<file path="src/common/adc_ctrl_defines.vh">
// Purpose: constants for the converter control block
// Assumes: APB, 32-bit data, one register per aligned word
// Notes:   printed offsets are byte registers of an 8-bit space, kept as indices
`ifndef ADC_CTRL_DEFINES_VH
`define ADC_CTRL_DEFINES_VH

// ----------------------------------------
// register indices (byte address = 4 * index)
// ----------------------------------------
`define IDX_CLK_PRESCALER  8'hF2
`define IDX_CONTROL        8'hF3
`define IDX_RESULT_LOW     8'hF4
`define IDX_RESULT_HIGH    8'hF5
`define IDX_PIN_CONFIG     8'hF6
`define IDX_IRQ_ENABLE     8'hF7

// ----------------------------------------
// control fields
// ----------------------------------------
`define CTL_CHAN_LO        0
`define CTL_CHAN_HI        2
`define CTL_START          3
`define CTL_DONE           4
`define CTL_ENABLE         5
`define CTL_PSEUDO_IDLE_SELECT         6
`define IRQ_EN_BIT         1
`define PRS_W              5

// ----------------------------------------
// timing
// ----------------------------------------
`define ZERO_DIVIDE        8'd64
`define SAMPLE_CLOCKS      4'd1
`define CONV_CLOCKS        4'd11
`define FULL_SCALE         10'h3FF
`define ZERO_SCALE         10'h000
`define CODE_W             10
`define TRIAL_MSB          10'h200
`define STD_DROP_FROM      4'd9
`define TOP_BIT            4'd10

`endif

</file>
<file path="src/hw/adc_conversion_control.v">
// Purpose: control logic of an eight-input, ten-bit conversion unit
// Assumes: pclk is the peripheral clock; analog core gives comparator bit
// Notes:   successive approximation, msb first, one bit per converter clock
//
// Our own choices: the APB interface to the registers and the placing of the registers.
`include "adc_ctrl_defines.vh"

module adc_conversion_control (
   input  wire        pclk,
   input  wire        presetn,
   input  wire        psel,
   input  wire        penable,
   input  wire        pwrite,
   input  wire [11:0] paddr,
   input  wire [31:0] pwdata,
   output reg  [31:0] prdata,
   output reg         pready,
   output reg         pslverr,
   input  wire        compare_above,
   input  wire        other_irq_req,
   output reg  [2:0]  selected_analog_input,
   output reg  [7:0]  analog_pin_config_out,
   output reg         sample_hold,
   output reg  [9:0]  trial_code,
   output reg         converter_powered,
   output reg         cpu_halt,
   output reg         conv_irq,
   output reg         other_irq_out
);

// ----------------------------------------
// state
// ----------------------------------------
localparam [2:0] ST_IDLE   = 3'b001;
localparam [2:0] ST_SAMPLE = 3'b010;
localparam [2:0] ST_CONV   = 3'b100;

reg [2:0]          state;
reg [2:0]          channel_select;
reg                conv_start_busy;
reg                conv_done_flag;
reg                converter_enable;
reg                pseudo_idle_select;
reg                conv_irq_enable;
reg [`PRS_W-1:0]   clock_divider_setting;
reg [7:0]          analog_pin_config;
reg [7:0]          result_high_byte;
reg [1:0]          result_low_byte;
reg [7:0]          div_count;
reg [3:0]          bit_count;
reg [9:0]          sar;
reg                precision_run;
reg                cmp_meta;
reg                cmp_sync;
reg                irq_meta;
reg                irq_sync;

// ----------------------------------------
// decode
// ----------------------------------------
function hit;
   input [11:0] a;
   input [7:0]  idx;
   begin
      hit = (a[11:2] == {2'b00, idx}) && (a[1:0] == 2'b00);
   end
endfunction

wire        access  = psel & penable;
wire        wr      = access & pwrite;
wire        wr_ctl  = wr & hit(paddr, `IDX_CONTROL);
wire        busy    = (state != ST_IDLE);
// a start is taken only when idle, enabled and on an analog pin
// the same write must keep enable set, or standby would meet a running start
wire        start_ok = wr_ctl & pwdata[`CTL_START] & ~busy & converter_enable & pwdata[`CTL_ENABLE]
                       & analog_pin_config[pwdata[`CTL_CHAN_HI:`CTL_CHAN_LO]];

// prescaler: zero means divide by 64, else by twice the setting
wire [7:0]  div_top = (clock_divider_setting == {`PRS_W{1'b0}}) ? `ZERO_DIVIDE - 8'd1
                      : {2'b00, clock_divider_setting, 1'b0} - 8'd1;
wire        adc_tick = (div_count == 8'd0);
wire        last_bit = (bit_count == `CONV_CLOCKS - 4'd1);
// standard mode keeps eight bits; the two lsbs are not resolved
wire        keep_bit = pseudo_idle_select | (bit_count < `STD_DROP_FROM);
wire [3:0]  bit_pos  = `TOP_BIT - bit_count;
wire        finish   = (state == ST_CONV) & adc_tick & last_bit;
wire [9:0]  final_code = (cmp_sync & keep_bit) ? sar : (sar & ~(10'h001 << bit_pos[3:0]));

// ----------------------------------------
// synchronisers
// ----------------------------------------
always @(posedge pclk or negedge presetn) begin
   if (!presetn) begin
      cmp_meta <= 1'b0;
      cmp_sync <= 1'b0;
      irq_meta <= 1'b0;
      irq_sync <= 1'b0;
   end else begin
      cmp_meta <= compare_above;
      cmp_sync <= cmp_meta;
      irq_meta <= other_irq_req;
      irq_sync <= irq_meta;
   end
end

// ----------------------------------------
// conversion sequencer
// ----------------------------------------
always @(posedge pclk or negedge presetn) begin
   if (!presetn) begin
      state            <= ST_IDLE;
      div_count        <= 8'd0;
      bit_count        <= 4'd0;
      sar              <= `ZERO_SCALE;
      conv_start_busy  <= 1'b0;
      conv_done_flag   <= 1'b0;
      result_high_byte <= 8'h00;
      result_low_byte  <= 2'b00;
      precision_run    <= 1'b0;
   end else begin
      div_count <= (adc_tick | ~busy) ? div_top : div_count - 8'd1;
      // software clear of done flag; a same-cycle set below wins
      if (wr_ctl && !pwdata[`CTL_DONE])
         conv_done_flag <= 1'b0;
      case (state)
         ST_IDLE: begin
            if (start_ok) begin
               state           <= ST_SAMPLE;
               conv_start_busy <= 1'b1;
               bit_count       <= 4'd0;
               sar             <= `ZERO_SCALE;
               precision_run   <= pwdata[`CTL_PSEUDO_IDLE_SELECT];
            end
         end
         ST_SAMPLE: begin
            if (adc_tick) begin
               state     <= ST_CONV;
               bit_count <= `SAMPLE_CLOCKS;
               sar       <= `TRIAL_MSB;
            end
         end
         ST_CONV: begin
            if (adc_tick) begin
               if (last_bit) begin
                  // comparator saturates: input above reference leaves all ones, 3FC in standard mode
                  state            <= ST_IDLE;
                  conv_start_busy  <= 1'b0;
                  conv_done_flag   <= 1'b1;
                  result_high_byte <= final_code[9:2];
                  result_low_byte  <= final_code[1:0];
                  precision_run    <= 1'b0;
               end else begin
                  sar       <= final_code | (10'h001 << (bit_pos[3:0] - 4'd1));
                  bit_count <= bit_count + 4'd1;
               end
            end
         end
         default: state <= ST_IDLE;
      endcase
      // standby cuts a running conversion; it posts no result unless finishing now
      if (wr_ctl && !pwdata[`CTL_ENABLE] && busy) begin
         state           <= ST_IDLE;
         conv_start_busy <= 1'b0;
         precision_run   <= 1'b0;
      end
   end
end

// ----------------------------------------
// software registers
// ----------------------------------------
always @(posedge pclk or negedge presetn) begin
   if (!presetn) begin
      channel_select        <= 3'd0;
      converter_enable      <= 1'b0;
      pseudo_idle_select    <= 1'b0;
      conv_irq_enable       <= 1'b0;
      clock_divider_setting <= {`PRS_W{1'b0}};
      analog_pin_config     <= 8'h00;
   end else if (wr) begin
      // channel and mode are frozen while converting so the result stays coherent
      if (hit(paddr, `IDX_CONTROL) && !busy) begin
         channel_select     <= pwdata[`CTL_CHAN_HI:`CTL_CHAN_LO];
         pseudo_idle_select <= pwdata[`CTL_PSEUDO_IDLE_SELECT];
      end
      if (hit(paddr, `IDX_CONTROL))
         converter_enable <= pwdata[`CTL_ENABLE];
      if (hit(paddr, `IDX_CLK_PRESCALER))
         clock_divider_setting <= pwdata[`PRS_W-1:0];
      if (hit(paddr, `IDX_PIN_CONFIG))
         analog_pin_config <= pwdata[7:0];
      if (hit(paddr, `IDX_IRQ_ENABLE))
         conv_irq_enable <= pwdata[`IRQ_EN_BIT];
   end
end

// ----------------------------------------
// apb answer, zero wait states
// ----------------------------------------
always @(posedge pclk or negedge presetn) begin
   if (!presetn) begin
      prdata  <= 32'h00000000;
      pready  <= 1'b0;
      pslverr <= 1'b0;
   end else begin
      pready  <= psel & ~penable;
      pslverr <= 1'b0;
      prdata  <= 32'h00000000;
      if (psel && !penable) begin
         if (hit(paddr, `IDX_CONTROL))
            prdata[7:0] <= {1'b0, pseudo_idle_select, converter_enable, conv_done_flag,
                            conv_start_busy, channel_select};
         else if (hit(paddr, `IDX_CLK_PRESCALER))
            prdata[`PRS_W-1:0] <= clock_divider_setting;
         else if (hit(paddr, `IDX_RESULT_HIGH))
            prdata[7:0] <= result_high_byte;
         else if (hit(paddr, `IDX_RESULT_LOW))
            prdata[1:0] <= result_low_byte;
         else if (hit(paddr, `IDX_PIN_CONFIG))
            prdata[7:0] <= analog_pin_config;
         else if (hit(paddr, `IDX_IRQ_ENABLE))
            prdata[`IRQ_EN_BIT] <= conv_irq_enable;
         else
            pslverr <= 1'b1;
      end
   end
end

// ----------------------------------------
// pins to the analog core and cpu
// ----------------------------------------
always @(posedge pclk or negedge presetn) begin
   if (!presetn) begin
      selected_analog_input <= 3'd0;
      analog_pin_config_out <= 8'h00;
      sample_hold           <= 1'b0;
      trial_code            <= `ZERO_SCALE;
      converter_powered     <= 1'b0;
      cpu_halt              <= 1'b0;
      conv_irq              <= 1'b0;
      other_irq_out         <= 1'b0;
   end else begin
      selected_analog_input <= channel_select;
      analog_pin_config_out <= analog_pin_config;
      sample_hold           <= (state == ST_SAMPLE);
      trial_code            <= sar;
      converter_powered     <= converter_enable;
      // halt only while a precision conversion runs; done flag wakes the cpu
      cpu_halt              <= precision_run & ~finish;
      conv_irq              <= conv_irq_enable & (conv_done_flag | finish);
      // other requests held back until the precision conversion ends
      other_irq_out         <= irq_sync & ~(precision_run & ~finish);
   end
end

endmodule

</file>
<file path="config.mk">
export PLATFORM = sky130hd
export DESIGN_NAME = adc_conversion_control
export DESIGN_NICKNAME = d
export VERILOG_FILES = /design/src/hw/adc_conversion_control.v
export VERILOG_INCLUDE_DIRS = /design/src /design/src/common
export SDC_FILE = /design/constraint.sdc
export NUM_CORES = 1
export LEC_CHECK = 0
export ABC_AREA = 0
export ABC_CLOCK_PERIOD_IN_PS = 2750
export BUFFER_PORTS_ARGS = -buffer_cell sky130_fd_sc_hd__buf_4
export CAP_MARGIN = 5
export CORE_AREA = 2 2 96 98
export CTS_BUF_LIST = sky130_fd_sc_hd__clkbuf_4 sky130_fd_sc_hd__clkbuf_8 sky130_fd_sc_hd__clkbuf_16
export DETAILED_ROUTE_END_ITERATION = 16
export DIE_AREA = 0 0 98 100
export GPL_ROUTABILITY_DRIVEN = 0
export PLACE_DENSITY = 0.89
export SKIP_CTS_REPAIR_TIMING = 1
export SYNTH_ARGS = -nofsm -noshare
export SYNTH_HDL_FRONTEND = slang
export SYNTH_SLANG_ARGS = --single-unit
</file>
<file path="constraint.sdc">
create_clock -name pclk -period 2.75 [get_ports pclk]
set_input_delay 0.275 -clock pclk [delete_from_list [all_inputs] [get_ports pclk]]
set_output_delay 0.275 -clock pclk [all_outputs]
set_load 0.01 [all_outputs]
</file>
==> results_tabular.tex <==
\begin{tabular}{lr}
\hline
Metric & Value \\
\hline
\multicolumn{2}{l}{\textbf{Cells and area}} \\
Post-layout net count & 560 \\
Non-filler cells in the finished layout & 611 \\
Ratio of cells with drive above 1 in the final layout & 23.6\% \\
Commonest cells after routing, fill and taps aside & sky130\_fd\_sc\_hd\_\_dfrtp\_1, sky130\_fd\_sc\_hd\_\_buf\_4, sky130\_fd\_sc\_hd\_\_nand2\_1, sky130\_fd\_sc\_hd\_\_nor2\_1, sky130\_fd\_sc\_hd\_\_conb\_1 \\
Leading cell type in the layout, fill and taps excluded & sky130\_fd\_sc\_hd\_\_dfrtp\_1 \\
Antenna diodes & 0 \\
Post-layout instance area & 5290 um\^{}2 \\
Layout overhead on the synthesized area & 16.4\% \\
\multicolumn{2}{l}{\textbf{Power}} \\
VDD IR-drop max & 0.000200 V \\
Design internal power & 0.00190 W \\
Power dissipated by switching net loads & 0.000731 W \\
Share of total power in sequential cells & 55.9\% \\
Total power draw & 0.00263 W \\
Relative contribution of combinational cells to total power & 11.0\% \\
Power density over cell area & 498 nW/um\^{}2 \\
Leak pwr & 2.59 nW \\
Share of total power consumed by net switching & 27.8\% \\
Clock network power share & 33.1\% \\
\multicolumn{2}{l}{\textbf{Timing}} \\
Maximum operating frequency & 400 MHz \\
Period utilization & 91.0\% \\
Max transition margin & 48.0\% \\
Fin worst setup slack & 0.247 ns \\
Worst-margin pin slew & 0.777 ns \\
Number of max-slew violations in the final report & 0 \\
Setup repair after global routing missed its margin & no \\
Number of setup violations in the final report & 0 \\
Clock period minus worst slack & 2.50 ns \\
Final hold violation count & 0 \\
Worst clock skew on the final layout & 0.0152 ns \\
Sum of negative setup slack & 0 ns \\
\multicolumn{2}{l}{\textbf{Place}} \\
Placed Area & 5080 um\^{}2 \\
Placed wire-length estimate & 7320 um \\
Count of buffers from port buffering & 62 \\
Number of placed instances with taps included & 593 \\
Post-placement worst setup slack & 0.219 ns \\
\multicolumn{2}{l}{\textbf{Floorplan}} \\
Total number of placement rows & 35 \\
Floorplan die width & 98 um \\
Standard cell core area & 8890 um\^{}2 \\
Overall die height & 100 um \\
Ports placed on the boundary & 111 \\
Effective utilization at floorplan & 51.1\% \\
Full die area & 9800 um\^{}2 \\
\multicolumn{2}{l}{\textbf{Yosys}} \\
Cell count after synthesis & 424 \\
Number of synthesized flops with an enable pin & 0 \\
Post-synthesis instance area & 4540 um\^{}2 \\
Async set or reset register ratio after synthesis & 100\% \\
Yosys synthesis warning count & 0 \\
Main flop type after synthesis & sky130\_fd\_sc\_hd\_\_dfrtp\_1 \\
Seq/Total Area, Yosys & 53.4\% \\
Number of different library cells in the post-synthesis netlist & 63 \\
Synth Register Bits & 97 \\
Syn\_area\_per\_cell & 10.7 um\^{}2 \\
\multicolumn{2}{l}{\textbf{Worst setup path}} \\
Element type at the critical path start & register \\
CP max stage cell & sky130\_fd\_sc\_hd\_\_or4\_1 \\
Worst Reg-to-Reg Cells & 7 \\
Largest fanout on the critical path & 8 \\
Crit path required time & 3.01 ns \\
CP arrival & 2.76 ns \\
Worst setup path class & reg2reg \\
Reg-to-Reg End & sar[6] \\
Setup crit end kind & register \\
R2R Path Start & bit\_count[1] \\
Worst stage delay on the critical path & 0.54 ns \\
R2r setup slk & 0.25 ns \\
Chain of cells forming the critical path & inv\_1 -> ha\_1 -> or4\_1 -> a21oi\_1 -> a21oi\_1 -> o21ai\_1 -> o21ai\_1 \\
First element of the critical path & bit\_count[1] \\
\multicolumn{2}{l}{\textbf{Job}} \\
Max-cap viol count & 0 \\
\multicolumn{2}{l}{\textbf{Worst hold path}} \\
Worst hold path class & in2reg \\
Worst hold path startpoint & compare\_above \\
Capture endpoint of the worst hold path & cmp\_meta \\
Hold Path Stages & 1 \\
\multicolumn{2}{l}{\textbf{Route}} \\
Routed wire length & 9870 um \\
Via count of the routed design & 3434 \\
Total DRC errors in the routed layout & 0 \\
Initial drt markers & 261 \\
Routed Antenna Nets & 0 \\
Wirelength per Cell & 16.1 um \\
Average via count per standard cell & 5.62 \\
DR pass1 iterations & 5 \\
\multicolumn{2}{l}{\textbf{Clock tree}} \\
Library cell used as clock root buffer & sky130\_fd\_sc\_hd\_\_clkbuf\_8 \\
Clock slew seen by the registers of the worst setup and hold paths & 0.10 ns \\
Max H-tree Level & 3 \\
CTS Buffer Depth & 2 \\
TritonCTS clock tree & yes \\
Clock latency of the later-clocked register in the worst-skew pair & 0.37 ns \\
Number of sinks handled by clock tree synthesis & 97 \\
Number of buffers added by the clock tree synthesis step & 9 \\
\multicolumn{2}{l}{\textbf{Global routing}} \\
Number of global-route vias before repair & 3334 \\
Global Route Usage Sum & 20.5\% \\
Wire length of the first global-routing pass & 16000 um \\
Largest net degree at the start of global routing & 52 \\
Overflow left after global routing & 0 \\
Number of antenna violations at the first check in global routing & 0 \\
\multicolumn{2}{l}{\textbf{Outcome}} \\
Result of the run & completed \\
\hline
\end{tabular}
[kinds of logic (layout without fill, tap and decap cells)]
| kind of cell | count (synthesis) | count (layout) | synth area share (%) |
|---|---|---|---|
| DFF | 97 | 97 | 53.4 |
| AOI/OAI and AO/OA | 97 | 97 | 13.3 |
| other | 1 | 24 | 0.0825 |
| and+or+nand+nor | 127 | 127 | 14.7 |
| xor gates and xnor gates | 9 | 9 | 1.73 |
| muxes | 24 | 24 | 6.08 |
| buffers and inverters | 55 | 108 | 6.77 |
| adders and majority gates | 14 | 14 | 3.85 |
[synth_stat cells, drive strengths merged, types with 2 or more instances]
master / number / area, um^2
a21oi: 22 / 110
nand2b: 4 / 25.0
o31ai: 4 / 30.0
dfrtp: 96 / 2400
o22ai: 3 / 18.8
inv: 19 / 71.3
and3: 3 / 18.8
xnor2: 5 / 43.8
and2: 2 / 12.5
a21o: 5 / 37.5
nor2b: 7 / 43.8
mux2i: 4 / 40.0
o21a: 3 / 22.5
nor3b: 5 / 42.5
nor3: 8 / 45.0
ha: 14 / 175
or4: 4 / 37.5
buf: 29 / 210
nand4bb: 2 / 22.5
xor2: 4 / 35.0
nor2: 31 / 119
o22a: 3 / 26.3
o2bb2ai: 3 / 26.3
nand3: 2 / 10.0
o21ai: 33 / 165
a22o: 3 / 26.3
clkbuf: 7 / 26.3
a22oi: 7 / 52.6
mux2: 19 / 214
nand2: 46 / 173
nor4: 5 / 58.8
[critical path: cells and delay by family, from the launching register on]
kind                     cells  cell delay (ns)
AO/OA/AOI/OAI                4             0.92
adder cells (fa/ha/maj)      1             0.28
buffers and inverters        1             0.17
flip-flops                   1             0.49
AND/OR/NAND/NOR              1             0.54
[area by class of cell]
class / instances / area (um^2)
inverter: 19 / 71.3
sequential: 97 / 2430
clock buffer: 9 / 124
timing repair buffer: 73 / 566
fill: 683 / 3600
multi-input combinational: 295 / 1900
clock inverter: 7 / 58.8
tap: 111 / 139
[registers in the layout, summed over array words and instances, names as in the netlist, 2 cells and up]
| register | flops |
|---|---|
| sar | 10 |
| trial_code | 10 |
| analog_pin_config | 8 |
| analog_pin_config_out | 8 |
| div_count | 8 |
| prdata | 8 |
| result_high_byte | 8 |
| clock_divider_setting | 5 |
| bit_count | 4 |
| channel_select | 3 |
| selected_analog_input | 3 |
| state | 3 |
| result_low_byte | 2 |
[layer usage]
layer / part of all wire (%) / wire (um) / track usage [%]
met5: 0 / 0 / 0
met2: 50 / 4920 / 34.2
met1: 40 / 3950 / 25.2
met4: 3.5 / 344 / 10.0
met3: 6.6 / 651 / 5.08
[per-stage QoR]
stage               util, %  hold slack [ns]
detailed placement     57.1            0.337
finish                 59.5           0.0192
CTS                    59.2          -0.0638
floorplan                 -          -0.0206
global route           59.5          0.00366
global placement       57.1            0.332
[power groups by stage]
stage / logic (W) / registers [W] / clock network, W
2_1_floorplan: 0.000186 / 0.00150 / 0
3_3_place_gp: 0.000275 / 0.00150 / 0
3_5_place_dp: 0.000283 / 0.00150 / 0
4_1_cts: 0.000286 / 0.00147 / 0.000894
5_1_grt: 0.000324 / 0.00148 / 0.000950
6_report: 0.000289 / 0.00147 / 0.000870
[how the worst max path moves through the flow]
stage	end	cells past startpoint
floorplan	bit_count[3]	7
global placement	sar[3]	8
detailed placement	sar[1]	8
CTS	sar[1]	8
global route	sar[5]	7
finish	sar[6]	7
No activity file was read; power rests on OpenSTA's default activity.
